==> src/hdl/port_gate_defs.svh <==
`ifndef PORT_GATE_DEFS_SVH
`define PORT_GATE_DEFS_SVH
// Overview of operation
// - A port whose enable bit is 1 in the register for the current power mode receives its clock.
// - A port whose enable bit is 0 in that register has its clock stopped and is held disabled.
// - A read or write aimed at a port whose clock is gated off ends in a bus fault.
// - After reset every port enable bit of both low-power gating registers reads 0.
// - Running uses the run gating register, Sleep the sleep one, Deep-Sleep the deep-sleep one.
// - The sleep and deep-sleep registers apply only while the automatic-gating select bit is set.
// - Bits 4 down to 0 of each gating register gate ports E, D, C, B and A, one bit per port.
// - The sleep gating register sits at offset 0x118 and resets to 0x00000000.
// - The deep-sleep gating register sits at offset 0x128 with the same layout.
// - Both gating registers reset to all zeros and their port fields are read-write.

// Register byte offsets.
`define RUN_CFG_OFS 12'h060
`define RUN_GATE_OFS 12'h108
`define SLEEP_GATE_OFS 12'h118
`define DEEP_GATE_OFS 12'h128
`define IRQ_STATUS_OFS 12'h200
`define IRQ_MASK_OFS 12'h204
`define GATE_STATE_OFS 12'h208
`define FAULT_COUNT_OFS 12'h20C

// Field positions.
`define PORT_FIELD_MSB 4
`define AUTO_GATE_BIT 0
`define STATE_MODE_LSB 8
`define STATE_MODE_MSB 10

// Reset values.
`define GATE_RESET 32'h00000000
`define RUN_CFG_RESET 32'h00000000
`define IRQ_MASK_RESET 32'h00000000

// Timing: a register access answers with PREADY one cycle after the access phase starts.
`define APB_WAIT_CYCLES 1
`endif

==> src/hdl/port_gate_pkg.sv <==
package port_gate_pkg;
    typedef logic [4:0] port_vec_t;
    typedef enum logic [2:0] {
        PM_RUN = 3'b001,
        PM_SLEEP = 3'b010,
        PM_DEEP = 3'b100
    } power_mode_t;
    typedef enum logic [1:0] {
        AS_IDLE = 2'b01,
        AS_DONE = 2'b10
    } apb_state_t;
endpackage

==> src/hdl/gate_if.sv <==
`timescale 1ns/1ps
interface gate_if;
    import port_gate_pkg::*;
    port_vec_t run_en;
    port_vec_t sleep_en;
    port_vec_t deep_en;
    logic auto_sel;
    power_mode_t mode;
    port_vec_t port_req;
    port_vec_t active_en;
    port_vec_t fault_hit;
    port_vec_t grant_hit;
    modport ctrl (
        output run_en,
        output sleep_en,
        output deep_en,
        output auto_sel,
        output mode,
        output port_req,
        input active_en,
        input fault_hit,
        input grant_hit
    );
    modport sel (
        input run_en,
        input sleep_en,
        input deep_en,
        input auto_sel,
        input mode,
        input port_req,
        output active_en,
        output fault_hit,
        output grant_hit
    );
endinterface

==> src/hdl/gate_select.sv <==
`timescale 1ns/1ps
module gate_select (
    gate_if.sel gi
);
    import port_gate_pkg::*;

    port_vec_t chosen;

    // Without the select bit the low-power registers are ignored and run settings stay.
    always_comb begin
        chosen = gi.run_en;
        if (gi.auto_sel) begin
            case (gi.mode)
                PM_RUN: begin
                    chosen = gi.run_en;
                end
                PM_SLEEP: begin
                    chosen = gi.sleep_en;
                end
                PM_DEEP: begin
                    chosen = gi.deep_en;
                end
                default: begin
                    chosen = gi.run_en;
                end
            endcase
        end
    end

    assign gi.active_en = chosen;
    assign gi.fault_hit = gi.port_req & ~chosen;
    assign gi.grant_hit = gi.port_req & chosen;
endmodule // gate_select

==> src/hdl/port_gate.sv <==
// Local design decision: the APB register port.
`timescale 1ns/1ps
`include "port_gate_defs.svh"
module port_gate #(
    parameter int ADDR_W = 12,
    parameter int NUM_PORTS = 5,
    parameter int COUNT_W = 16
) (
    // Clock and reset.
    input wire logic MCLK,
    input wire logic RST_B,
    // Register bus.
    input wire logic PSEL,
    input wire logic PENABLE,
    input wire logic PWRITE,
    input wire logic [ADDR_W-1:0] PADDR,
    input wire logic [31:0] PWDATA,
    input wire logic [3:0] PSTRB,
    output logic [31:0] PRDATA,
    output logic PREADY,
    output logic PSLVERR,
    // Power mode from the power controller.
    input wire port_gate_pkg::power_mode_t POWER_MODE,
    // Accesses aimed at the ports.
    input wire port_gate_pkg::port_vec_t PORT_REQ,
    output port_gate_pkg::port_vec_t PORT_FAULT,
    output port_gate_pkg::port_vec_t PORT_GRANT,
    // Port clock enables.
    output port_gate_pkg::port_vec_t PORT_CLK_EN,
    // Interrupt.
    output logic IRQ
);
    import port_gate_pkg::*;

    gate_if gi ();

    apb_state_t state_r;
    apb_state_t state_nxt;
    port_vec_t run_gate_r;
    port_vec_t sleep_gate_r;
    port_vec_t deep_gate_r;
    logic auto_sel_r;
    port_vec_t irq_status_r;
    port_vec_t irq_mask_r;
    logic [COUNT_W-1:0] fault_count_r;
    logic [COUNT_W-1:0] fault_count_nxt;
    logic [31:0] prdata_r;
    logic [31:0] rdata_nxt;
    logic pready_r;
    logic pslverr_r;
    port_vec_t clk_en_r;
    port_vec_t fault_r;
    port_vec_t grant_r;
    logic irq_r;

    // Address decode.
    wire access = PSEL && PENABLE;
    wire aligned = (PADDR[1:0] == 2'h0);
    wire [11:0] ofs = 12'(PADDR);
    wire hit_run_cfg = aligned && (ofs == `RUN_CFG_OFS);
    wire hit_run = aligned && (ofs == `RUN_GATE_OFS);
    wire hit_sleep = aligned && (ofs == `SLEEP_GATE_OFS);
    wire hit_deep = aligned && (ofs == `DEEP_GATE_OFS);
    wire hit_status = aligned && (ofs == `IRQ_STATUS_OFS);
    wire hit_mask = aligned && (ofs == `IRQ_MASK_OFS);
    wire hit_state = aligned && (ofs == `GATE_STATE_OFS);
    wire hit_count = aligned && (ofs == `FAULT_COUNT_OFS);
    wire mapped = hit_run_cfg || hit_run || hit_sleep || hit_deep || hit_status
        || hit_mask || hit_state || hit_count;

    // Writes commit at the edge where the master sees PREADY high.
    wire commit = access && (state_r == AS_DONE);
    wire wr_lane0 = commit && PWRITE && PSTRB[0];
    wire wr_run_cfg = wr_lane0 && hit_run_cfg;
    wire wr_run = wr_lane0 && hit_run;
    wire wr_sleep = wr_lane0 && hit_sleep;
    wire wr_deep = wr_lane0 && hit_deep;
    wire wr_status = wr_lane0 && hit_status;
    wire wr_mask = wr_lane0 && hit_mask;
    wire wr_count = wr_lane0 && hit_count;
    // Only bits 4:0 are stored, so the upper bits drop any written value.
    wire [4:0] wr_ports = PWDATA[`PORT_FIELD_MSB:0];

    // Selection and fault checking live in the selector.
    assign gi.run_en = run_gate_r;
    assign gi.sleep_en = sleep_gate_r;
    assign gi.deep_en = deep_gate_r;
    assign gi.auto_sel = auto_sel_r;
    assign gi.mode = POWER_MODE;
    assign gi.port_req = PORT_REQ;

    gate_select u_sel (
        .gi(gi.sel)
    );

    // Read data, upper bits of the gating registers read as zero.
    always_comb begin
        rdata_nxt = 32'h00000000;
        if (hit_run_cfg) begin
            rdata_nxt[`AUTO_GATE_BIT] = auto_sel_r;
        end
        if (hit_run) begin
            rdata_nxt[`PORT_FIELD_MSB:0] = run_gate_r;
        end
        if (hit_sleep) begin
            rdata_nxt[`PORT_FIELD_MSB:0] = sleep_gate_r;
        end
        if (hit_deep) begin
            rdata_nxt[`PORT_FIELD_MSB:0] = deep_gate_r;
        end
        if (hit_status) begin
            rdata_nxt[`PORT_FIELD_MSB:0] = irq_status_r;
        end
        if (hit_mask) begin
            rdata_nxt[`PORT_FIELD_MSB:0] = irq_mask_r;
        end
        if (hit_state) begin
            rdata_nxt[`PORT_FIELD_MSB:0] = clk_en_r;
            rdata_nxt[`STATE_MODE_MSB:`STATE_MODE_LSB] = POWER_MODE;
        end
        if (hit_count) begin
            rdata_nxt[COUNT_W-1:0] = fault_count_r;
        end
    end

    // Bus handshake: one wait cycle, then PREADY for one cycle.
    always_comb begin
        state_nxt = state_r;
        case (state_r)
            AS_IDLE: begin
                if (access) begin
                    state_nxt = AS_DONE;
                end
            end
            AS_DONE: begin
                state_nxt = AS_IDLE;
            end
            default: begin
                state_nxt = AS_IDLE;
            end
        endcase
    end

    wire start = access && (state_r == AS_IDLE);

    always_ff @(posedge MCLK) begin
        if (!RST_B) begin
            state_r <= AS_IDLE;
        end else begin
            state_r <= state_nxt;
        end
    end

    always_ff @(posedge MCLK) begin
        if (!RST_B) begin
            pready_r <= 1'b0;
            pslverr_r <= 1'b0;
            prdata_r <= 32'h00000000;
        end else begin
            pready_r <= start;
            pslverr_r <= start && !mapped;
            prdata_r <= (start && !PWRITE) ? rdata_nxt : 32'h00000000;
        end
    end

    // Gating registers, all cleared so every port starts unclocked.
    always_ff @(posedge MCLK) begin
        if (!RST_B) begin
            run_gate_r <= 5'(`GATE_RESET);
            sleep_gate_r <= 5'(`GATE_RESET);
            deep_gate_r <= 5'(`GATE_RESET);
        end else begin
            if (wr_run) begin
                run_gate_r <= wr_ports;
            end
            if (wr_sleep) begin
                sleep_gate_r <= wr_ports;
            end
            if (wr_deep) begin
                deep_gate_r <= wr_ports;
            end
        end
    end

    always_ff @(posedge MCLK) begin
        if (!RST_B) begin
            auto_sel_r <= 1'(`RUN_CFG_RESET);
            irq_mask_r <= 5'(`IRQ_MASK_RESET);
        end else begin
            if (wr_run_cfg) begin
                auto_sel_r <= PWDATA[`AUTO_GATE_BIT];
            end
            if (wr_mask) begin
                irq_mask_r <= wr_ports;
            end
        end
    end

    // Port clock enables and access answers, registered so outputs come from flops.
    always_ff @(posedge MCLK) begin
        if (!RST_B) begin
            clk_en_r <= 5'h00;
            fault_r <= 5'h00;
            grant_r <= 5'h00;
        end else begin
            clk_en_r <= gi.active_en;
            fault_r <= gi.fault_hit;
            grant_r <= gi.grant_hit;
        end
    end

    // A fault in the same cycle as a write-one-to-clear keeps its bit set.
    genvar i;
    generate
        for (i = 0; i < NUM_PORTS; i++) begin : g_status
            wire set_bit = gi.fault_hit[i];
            wire clr_bit = wr_status && wr_ports[i];
            always_ff @(posedge MCLK) begin
                if (!RST_B) begin
                    irq_status_r[i] <= 1'b0;
                end else if (set_bit) begin
                    irq_status_r[i] <= 1'b1;
                end else if (clr_bit) begin
                    irq_status_r[i] <= 1'b0;
                end
            end
        end
    endgenerate

    // Fault counter saturates so a storm of faults cannot wrap it back to a small value.
    wire any_fault = |gi.fault_hit;
    wire count_full = &fault_count_r;
    always_comb begin
        fault_count_nxt = fault_count_r;
        if (any_fault) begin
            // A fault in the same cycle as the clearing write wins, even when saturated.
            if (!count_full) begin
                fault_count_nxt = fault_count_r + COUNT_W'(1);
            end
        end else if (wr_count) begin
            fault_count_nxt = '0;
        end
    end

    always_ff @(posedge MCLK) begin
        if (!RST_B) begin
            fault_count_r <= '0;
        end else begin
            fault_count_r <= fault_count_nxt;
        end
    end

    always_ff @(posedge MCLK) begin
        if (!RST_B) begin
            irq_r <= 1'b0;
        end else begin
            irq_r <= |(irq_status_r & irq_mask_r);
        end
    end

    assign PRDATA = prdata_r;
    assign PREADY = pready_r;
    assign PSLVERR = pslverr_r;
    assign PORT_CLK_EN = clk_en_r;
    assign PORT_FAULT = fault_r;
    assign PORT_GRANT = grant_r;
    assign IRQ = irq_r;
endmodule // port_gate

==> config.mk <==
export PLATFORM = sky130hd
export DESIGN_NAME = port_gate
export DESIGN_NICKNAME = d
export VERILOG_FILES = /design/src/hdl/port_gate_pkg.sv /design/src/hdl/gate_if.sv /design/src/hdl/gate_select.sv /design/src/hdl/port_gate.sv
export VERILOG_INCLUDE_DIRS = /design/src /design/src/hdl
export SDC_FILE = /design/constraint.sdc
export NUM_CORES = 1
export LEC_CHECK = 0
export BUFFER_PORTS_ARGS = -buffer_cell sky130_fd_sc_hd__buf_2
export CORE_UTILIZATION = 48
export CTS_BUF_LIST = sky130_fd_sc_hd__clkbuf_2 sky130_fd_sc_hd__clkbuf_4 sky130_fd_sc_hd__clkbuf_8
export CTS_CLUSTER_DIAMETER = 100
export CTS_CLUSTER_SIZE = 16
export DETAILED_ROUTE_END_ITERATION = 8
export PLACE_DENSITY_LB_ADDON = 0.12
export SLEW_MARGIN = 20
export SYNTH_ARGS = -nofsm -noshare
export SYNTH_HDL_FRONTEND = slang
export SYNTH_SLANG_ARGS = --single-unit
==> constraint.sdc <==
create_clock -name MCLK -period 2.35 [get_ports MCLK]
set_clock_uncertainty 0.05 [all_clocks]
set_input_delay 0.235 -clock MCLK [delete_from_list [all_inputs] [get_ports MCLK]]
set_output_delay 0.235 -clock MCLK [all_outputs]
set_load 0.005 [all_outputs]
# Word-level counts from Yosys, hierarchy flattened
# Cells that the tools add are included.
# totals
register_bits	94
output_inout_bits	50
wordCells	113
# classes
reduce_logical	50
muxes	24
eq_ne	13
addsub	1
bitwise_logic	4
# ops
op	n
== test 12 x 10 -> 1 bit (second input constant)	4
two-way mux 16 bit	3
== test 12 x 9 -> 1 bit (second input constant)	3
two-way mux 5 bit	7
logical AND 1 bit	27
adder 16 x 1 -> 16 bit (second input constant)	1
AND reduction 16 bit	1
bitwise AND 5 bit	3
== test 12 x 7 -> 1 bit (second input constant)	1
nonzero test 2 bit	6
two-way mux 1 bit	11
two-way mux 11 bit	1
case mux 5 bit (2 select lines)	1
OR reduction 5 bit	2
logical OR 1 bit	7
AND reduction 2 bit	3
NOT 5 bit	1
== test 3 x 2 -> 1 bit (second input constant)	1
== test 3 bit (second input constant)	1
two-way mux 3 bit	1
AND reduction 3 bit	1
== test 2 x 1 -> 1 bit (second input constant)	1
== test 2 bit (second input constant)	1
zero test 1 bit	2
other kinds (2)	2

# Logic depth before layout (Yosys ltp)
# depth
depth_word	11
mapped_depth	10

# Cells and area by module
# From an unflattened synthesis, not the netlist that was laid out.
# hier_totals
cells_unflattened	409
area_unflattened_um2	3669.8
# modules_own_cells
mod	area_each_um2	seq_area_each_um2	n_inst	cells_per_inst
port_gate	3358.2	1561.5	1	369
gate_select	311.5	0.0	1	40

# Least setup slack after synthesis
# Ideal clock, no wire load.
# synth_path
kind	flip-flop to flip-flop
start	register fault_count_r[0]
end	register fault_count_r[1]
path_buffers	2
path_slack_ns	0.092
stages_incl_launch_ff	11
arrival_time_ns	2.080
period_less_slack_ns	2.258
required_time_ns	2.172
cell_sequence	dfxtp_1 > ha_1 > nand3_1 > nor2_1 > nand3_1 > or3_1 > o21ai_1 > buf_2 > buf_4 > mux2i_1 > nor2_1
# synth_between
elab_chain_len	3
# synth_lines
item	line	text
from (decl)	port_gate.sv:45	logic [COUNT_W-1:0] fault_count_r;
from (signal assigned)	port_gate.sv:249	fault_count_r <= fault_count_nxt;
adder 16 x 1 -> 16 bit / AND reduction 16 bit (equally long branches)	port_gate.sv:238, port_gate.sv:232	
two-way mux 16 bit / != test 2 bit (equally long branches)	-	
two-way mux 16 bit / AND reduction 2 bit (equally long branches)	-	
# Several ways; a longest one is shown, not always the timed one. The select of a mux whose other input is x is not followed.
# A chain may end at the register's enable or synchronous reset.

# Worst setup path in the final report
# layout_path
start	register auto_sel_r
end	register fault_count_r[14]
# layout_between
elab_chain_len	6
# layout_lines
item	line	text
from (decl)	port_gate.sv:42	logic auto_sel_r;
from (signal assigned)	port_gate.sv:187	auto_sel_r <= 1'(`RUN_CFG_RESET);
from (signal assigned)	port_gate.sv:191	auto_sel_r <= PWDATA[`AUTO_GATE_BIT];
two-way mux 5 bit (*)	gate_select.sv:12	if (gi.auto_sel) begin
NOT 5 bit (*)	gate_select.sv:31	assign gi.fault_hit = gi.port_req & ~chosen;
bitwise AND 5 bit (*)	gate_select.sv:31	
OR reduction 5 bit (*)	port_gate.sv:231	wire any_fault = |gi.fault_hit;
!= test 2 bit (no line) / nonzero test 2 bit (equally long branches)	-	
AND reduction 2 bit (no line)	-	
# Every way passes the cells marked *; elsewhere a longest branch is shown, timed or not.

==> out/qor.yml <==
logic_synthesis:
  synth-main-ff-cell: "sky130_fd_sc_hd__dfxtp_1"
  synth_enable_flop_cells: 0
  ys_seq_area_frac: 0.441
  post-synth-top-area-cell: "sky130_fd_sc_hd__dfxtp_1"
  synth_cells: 391
  ys_warn_count: 0
  synth_area_leaders: "sky130_fd_sc_hd__dfxtp_1 44%, sky130_fd_sc_hd__mux2i_1 7.4%, sky130_fd_sc_hd__nor2_1 4.5%"
  synth-async-reset-ratio: 0
  synthesis.area_per_instance_sq_um: 9.05
  post_synth_num_cell_types: 53
  synth_top_area_frac: 0.441
  synth.cell_area_sq_um: 3540
  ys_seq_elements: 78
floorplan:
  design.core.area_sq_um: 6940
  placementRows: 30
  die-area_sq_um: 7720
  overall_die_height_um: 87.9
  chipWidth_um: 87.9
  num_ports: 111
  initial_core_util: 0.510
sta:
  final.setup.tns_ns: 0
  finalSetupViolCount: 0
  maxClockFrequency_mhz: 435
  final.hold.worst_slack_ns: 0.0907
  report.final.slew_viol_count: 0
  min_period_over_period: 0.977
  period_minus_slack_ns: 2.30
  timing_worst_slew_pin_value_ns: 0.544
  finalHoldViolCount: 0
  timing.max_slew.rel_slack: 0.632
grt:
  grt_pass1_vias: 2739
  grt_antenna_before_repair: 0
  top_usage_layer: "met1"
  met1_usage: 0.353
  grt.overflow.total: 0
  grtUsageMet3: 0.0424
  grt_total_usage: 0.236
  maximum_number_of_pins_on_one_net_before_global_route_repair: 21
  first_pass_grt_wire_length_mm: 13.6
  groute.layer.met2.usage: 0.334
final_layout:
  flow.area_growth_from_synthesis_pct: 24.4
  fillers: 627
  antennaDiodeCount: 0
  multi_input_gate_area_in_the_final_layout_sq_um: 1850
  design.final.nets: 549
  regArea_sq_um: 1570
  layout.cells.most_common: "sky130_fd_sc_hd__dfxtp_1"
  post-route-util: 0.634
  highest_count_cells_in_the_layout_ignoring_fill_and_taps: "77 x sky130_fd_sc_hd__dfxtp_1, 65 x sky130_fd_sc_hd__buf_2, 41 x sky130_fd_sc_hd__nor2_1, 36 x sky130_fd_sc_hd__buf_4, 26 x sky130_fd_sc_hd__mux2i_1"
  post_route_cells_drive_above_1_share: 0.311
routing:
  drt-total-wl_mm: 9.04
  routed-via-count: 3223
  wire_per_inst_um: 15.4
  dr.first_iter.drc_count: 135
  routed_via_density: 5.48
  drt_pre_antenna_iters: 5
  post-route-drc-count: 0
  postRouteAntennaNets: 0
cts:
  clock_sink_count: 78
  cts_max_path_buffers: 2
  cts-buffers-inserted: 9
  cts_root_buffer: "sky130_fd_sc_hd__clkbuf_8"
  cts_hold_repair.buffers: 0
  tritoncts: "yes"
  worst_skew_pair.late_latency_ns: 0.35
  clkSlewWorstSetupHoldPaths_ns: 0.09
  cts-htree-levels: 3
pwr:
  static-leakage-power_nw: 1.82
  ir_worst_vdd_v: 0.000282
  power.density_nw_per_um2: 584
  post-layout-total-power_mw: 2.57
status:
  outcome: "completed"
placed_design:
  gpl.final_weighted_congestion: 0.853
  dp.final_hpwl_mm: 6.52
  portBuffers: 64
setup_path:
  worst-endpoint-required_ns: 2.59
  critical_path_peak_fanout: 14
  r2r_cells: 8
  critical_path.endpoint_type: "register"
  start_kind: "register"
  worst-endpoint-arrival_ns: 2.54
  path_class: "register to register"
hold_path:
  hp-class: "input port to register"
  hold_depth: 3
run:
  timing.max_cap.violations: 0
## critical path, stage by stage (launching register included)
cell and delay [ns]:
sky130_fd_sc_hd__dfxtp_4 0.38, sky130_fd_sc_hd__nand2b_4 0.07, sky130_fd_sc_hd__or4b_4 0.53, sky130_fd_sc_hd__a31oi_4 0.27, sky130_fd_sc_hd__o21ai_2 0.10, sky130_fd_sc_hd__buf_6 0.16
sky130_fd_sc_hd__buf_4 0.13, sky130_fd_sc_hd__or4_1 0.39, sky130_fd_sc_hd__a21oi_1 0.15
## cell families after synthesis
kind of cell / Yosys count / share of synthesized area
buffers and inverters: 46 / 0.0704
AO/OA/AOI/OAI: 77 / 0.152
AND/OR/NAND/NOR: 153 / 0.230
other: 1 / 0.00106
flip-flops: 78 / 0.441
adder cells (fa/ha/maj): 1 / 0.00354
multiplexers: 34 / 0.0990
XOR/XNOR: 1 / 0.00248
## cell usage after synthesis (9+ instances only)
cell                        n
sky130_fd_sc_hd__dfxtp_1   78
sky130_fd_sc_hd__nor2_1    42
sky130_fd_sc_hd__mux2i_1   26
sky130_fd_sc_hd__nand2_1   24
sky130_fd_sc_hd__a21oi_1   19
sky130_fd_sc_hd__buf_4     17
sky130_fd_sc_hd__nand3_1   17
sky130_fd_sc_hd__inv_1     13
sky130_fd_sc_hd__and2_1    10
sky130_fd_sc_hd__clkbuf_1  10
sky130_fd_sc_hd__nor3_1     9
sky130_fd_sc_hd__o22ai_1    9
## state kept, by name (all words and copies together) (netlist names)
register,cells
irq_status_r,5
auto_sel_r,1
PSLVERR,1
gi.sleep_en,5
PORT_CLK_EN,5
PREADY,1
gi.run_en,5
state_r,2
deep_gate_r,5
PORT_FAULT,5
PORT_GRANT,5
PRDATA,16
IRQ,1
fault_count_r,16
irq_mask_r,5
## path summary, 6_finish.rpt
path	start	to	slack (ns)
worst max-delay path	auto_sel_r	fault_count_r[14]	0.05
worst min-delay path	PORT_REQ[3]	PORT_GRANT[3]	0.09
worst max register to register	auto_sel_r	fault_count_r[14]	0.05
worst min register to register	fault_count_r[15]	fault_count_r[15]	0.44
## metrics by stage
stage	setup WS (ns)	std cells	area, sq um
3_3_place_gp	-0.0828	567	4090
2_1_floorplan	0.0921	406	3590
4_1_cts	0.0281	583	4290
5_1_grt	-0.0191	588	4400
3_5_place_dp	-0.0559	567	4090
6_report	0.0529	588	4400
## per-layer routing
metal  vias up  routed length (um)
met4         0                 167
li1       1574                   -
met1      1508                4600
met5         -                   0
met2       125                3710
met3        16                 564
## final cells by class
| cell class | instances | share of cell area |
|---|---|---|
| clock buffer | 10 | 0.0298 |
| clock inverter | 6 | 0.0165 |
| inverter | 14 | 0.0119 |
| multi-input combinational | 282 | 0.421 |
| sequential | 78 | 0.355 |
| tap | 96 | 0.0273 |
| timing repair buffer | 102 | 0.138 |
## power by group
| part | switching (mW) | total, mW | internal, mW |
|---|---|---|---|
| clock network | 0.511 | 1.02 | 0.510 |
| logic | 0.113 | 0.197 | 0.0838 |
| registers | 0.0128 | 1.35 | 1.34 |
## timing repair
item / 4_1_cts / 5_1_grt
buffers inserted: 0 / 4
gates cloned: 0 / 1
setup endpoints to repair: 9 / 13
hold endpoints to repair: 0 / 0
gates resized for setup: 2 / 19
pin swaps: 0 / 1
Power figures use the tool's default switching activity.
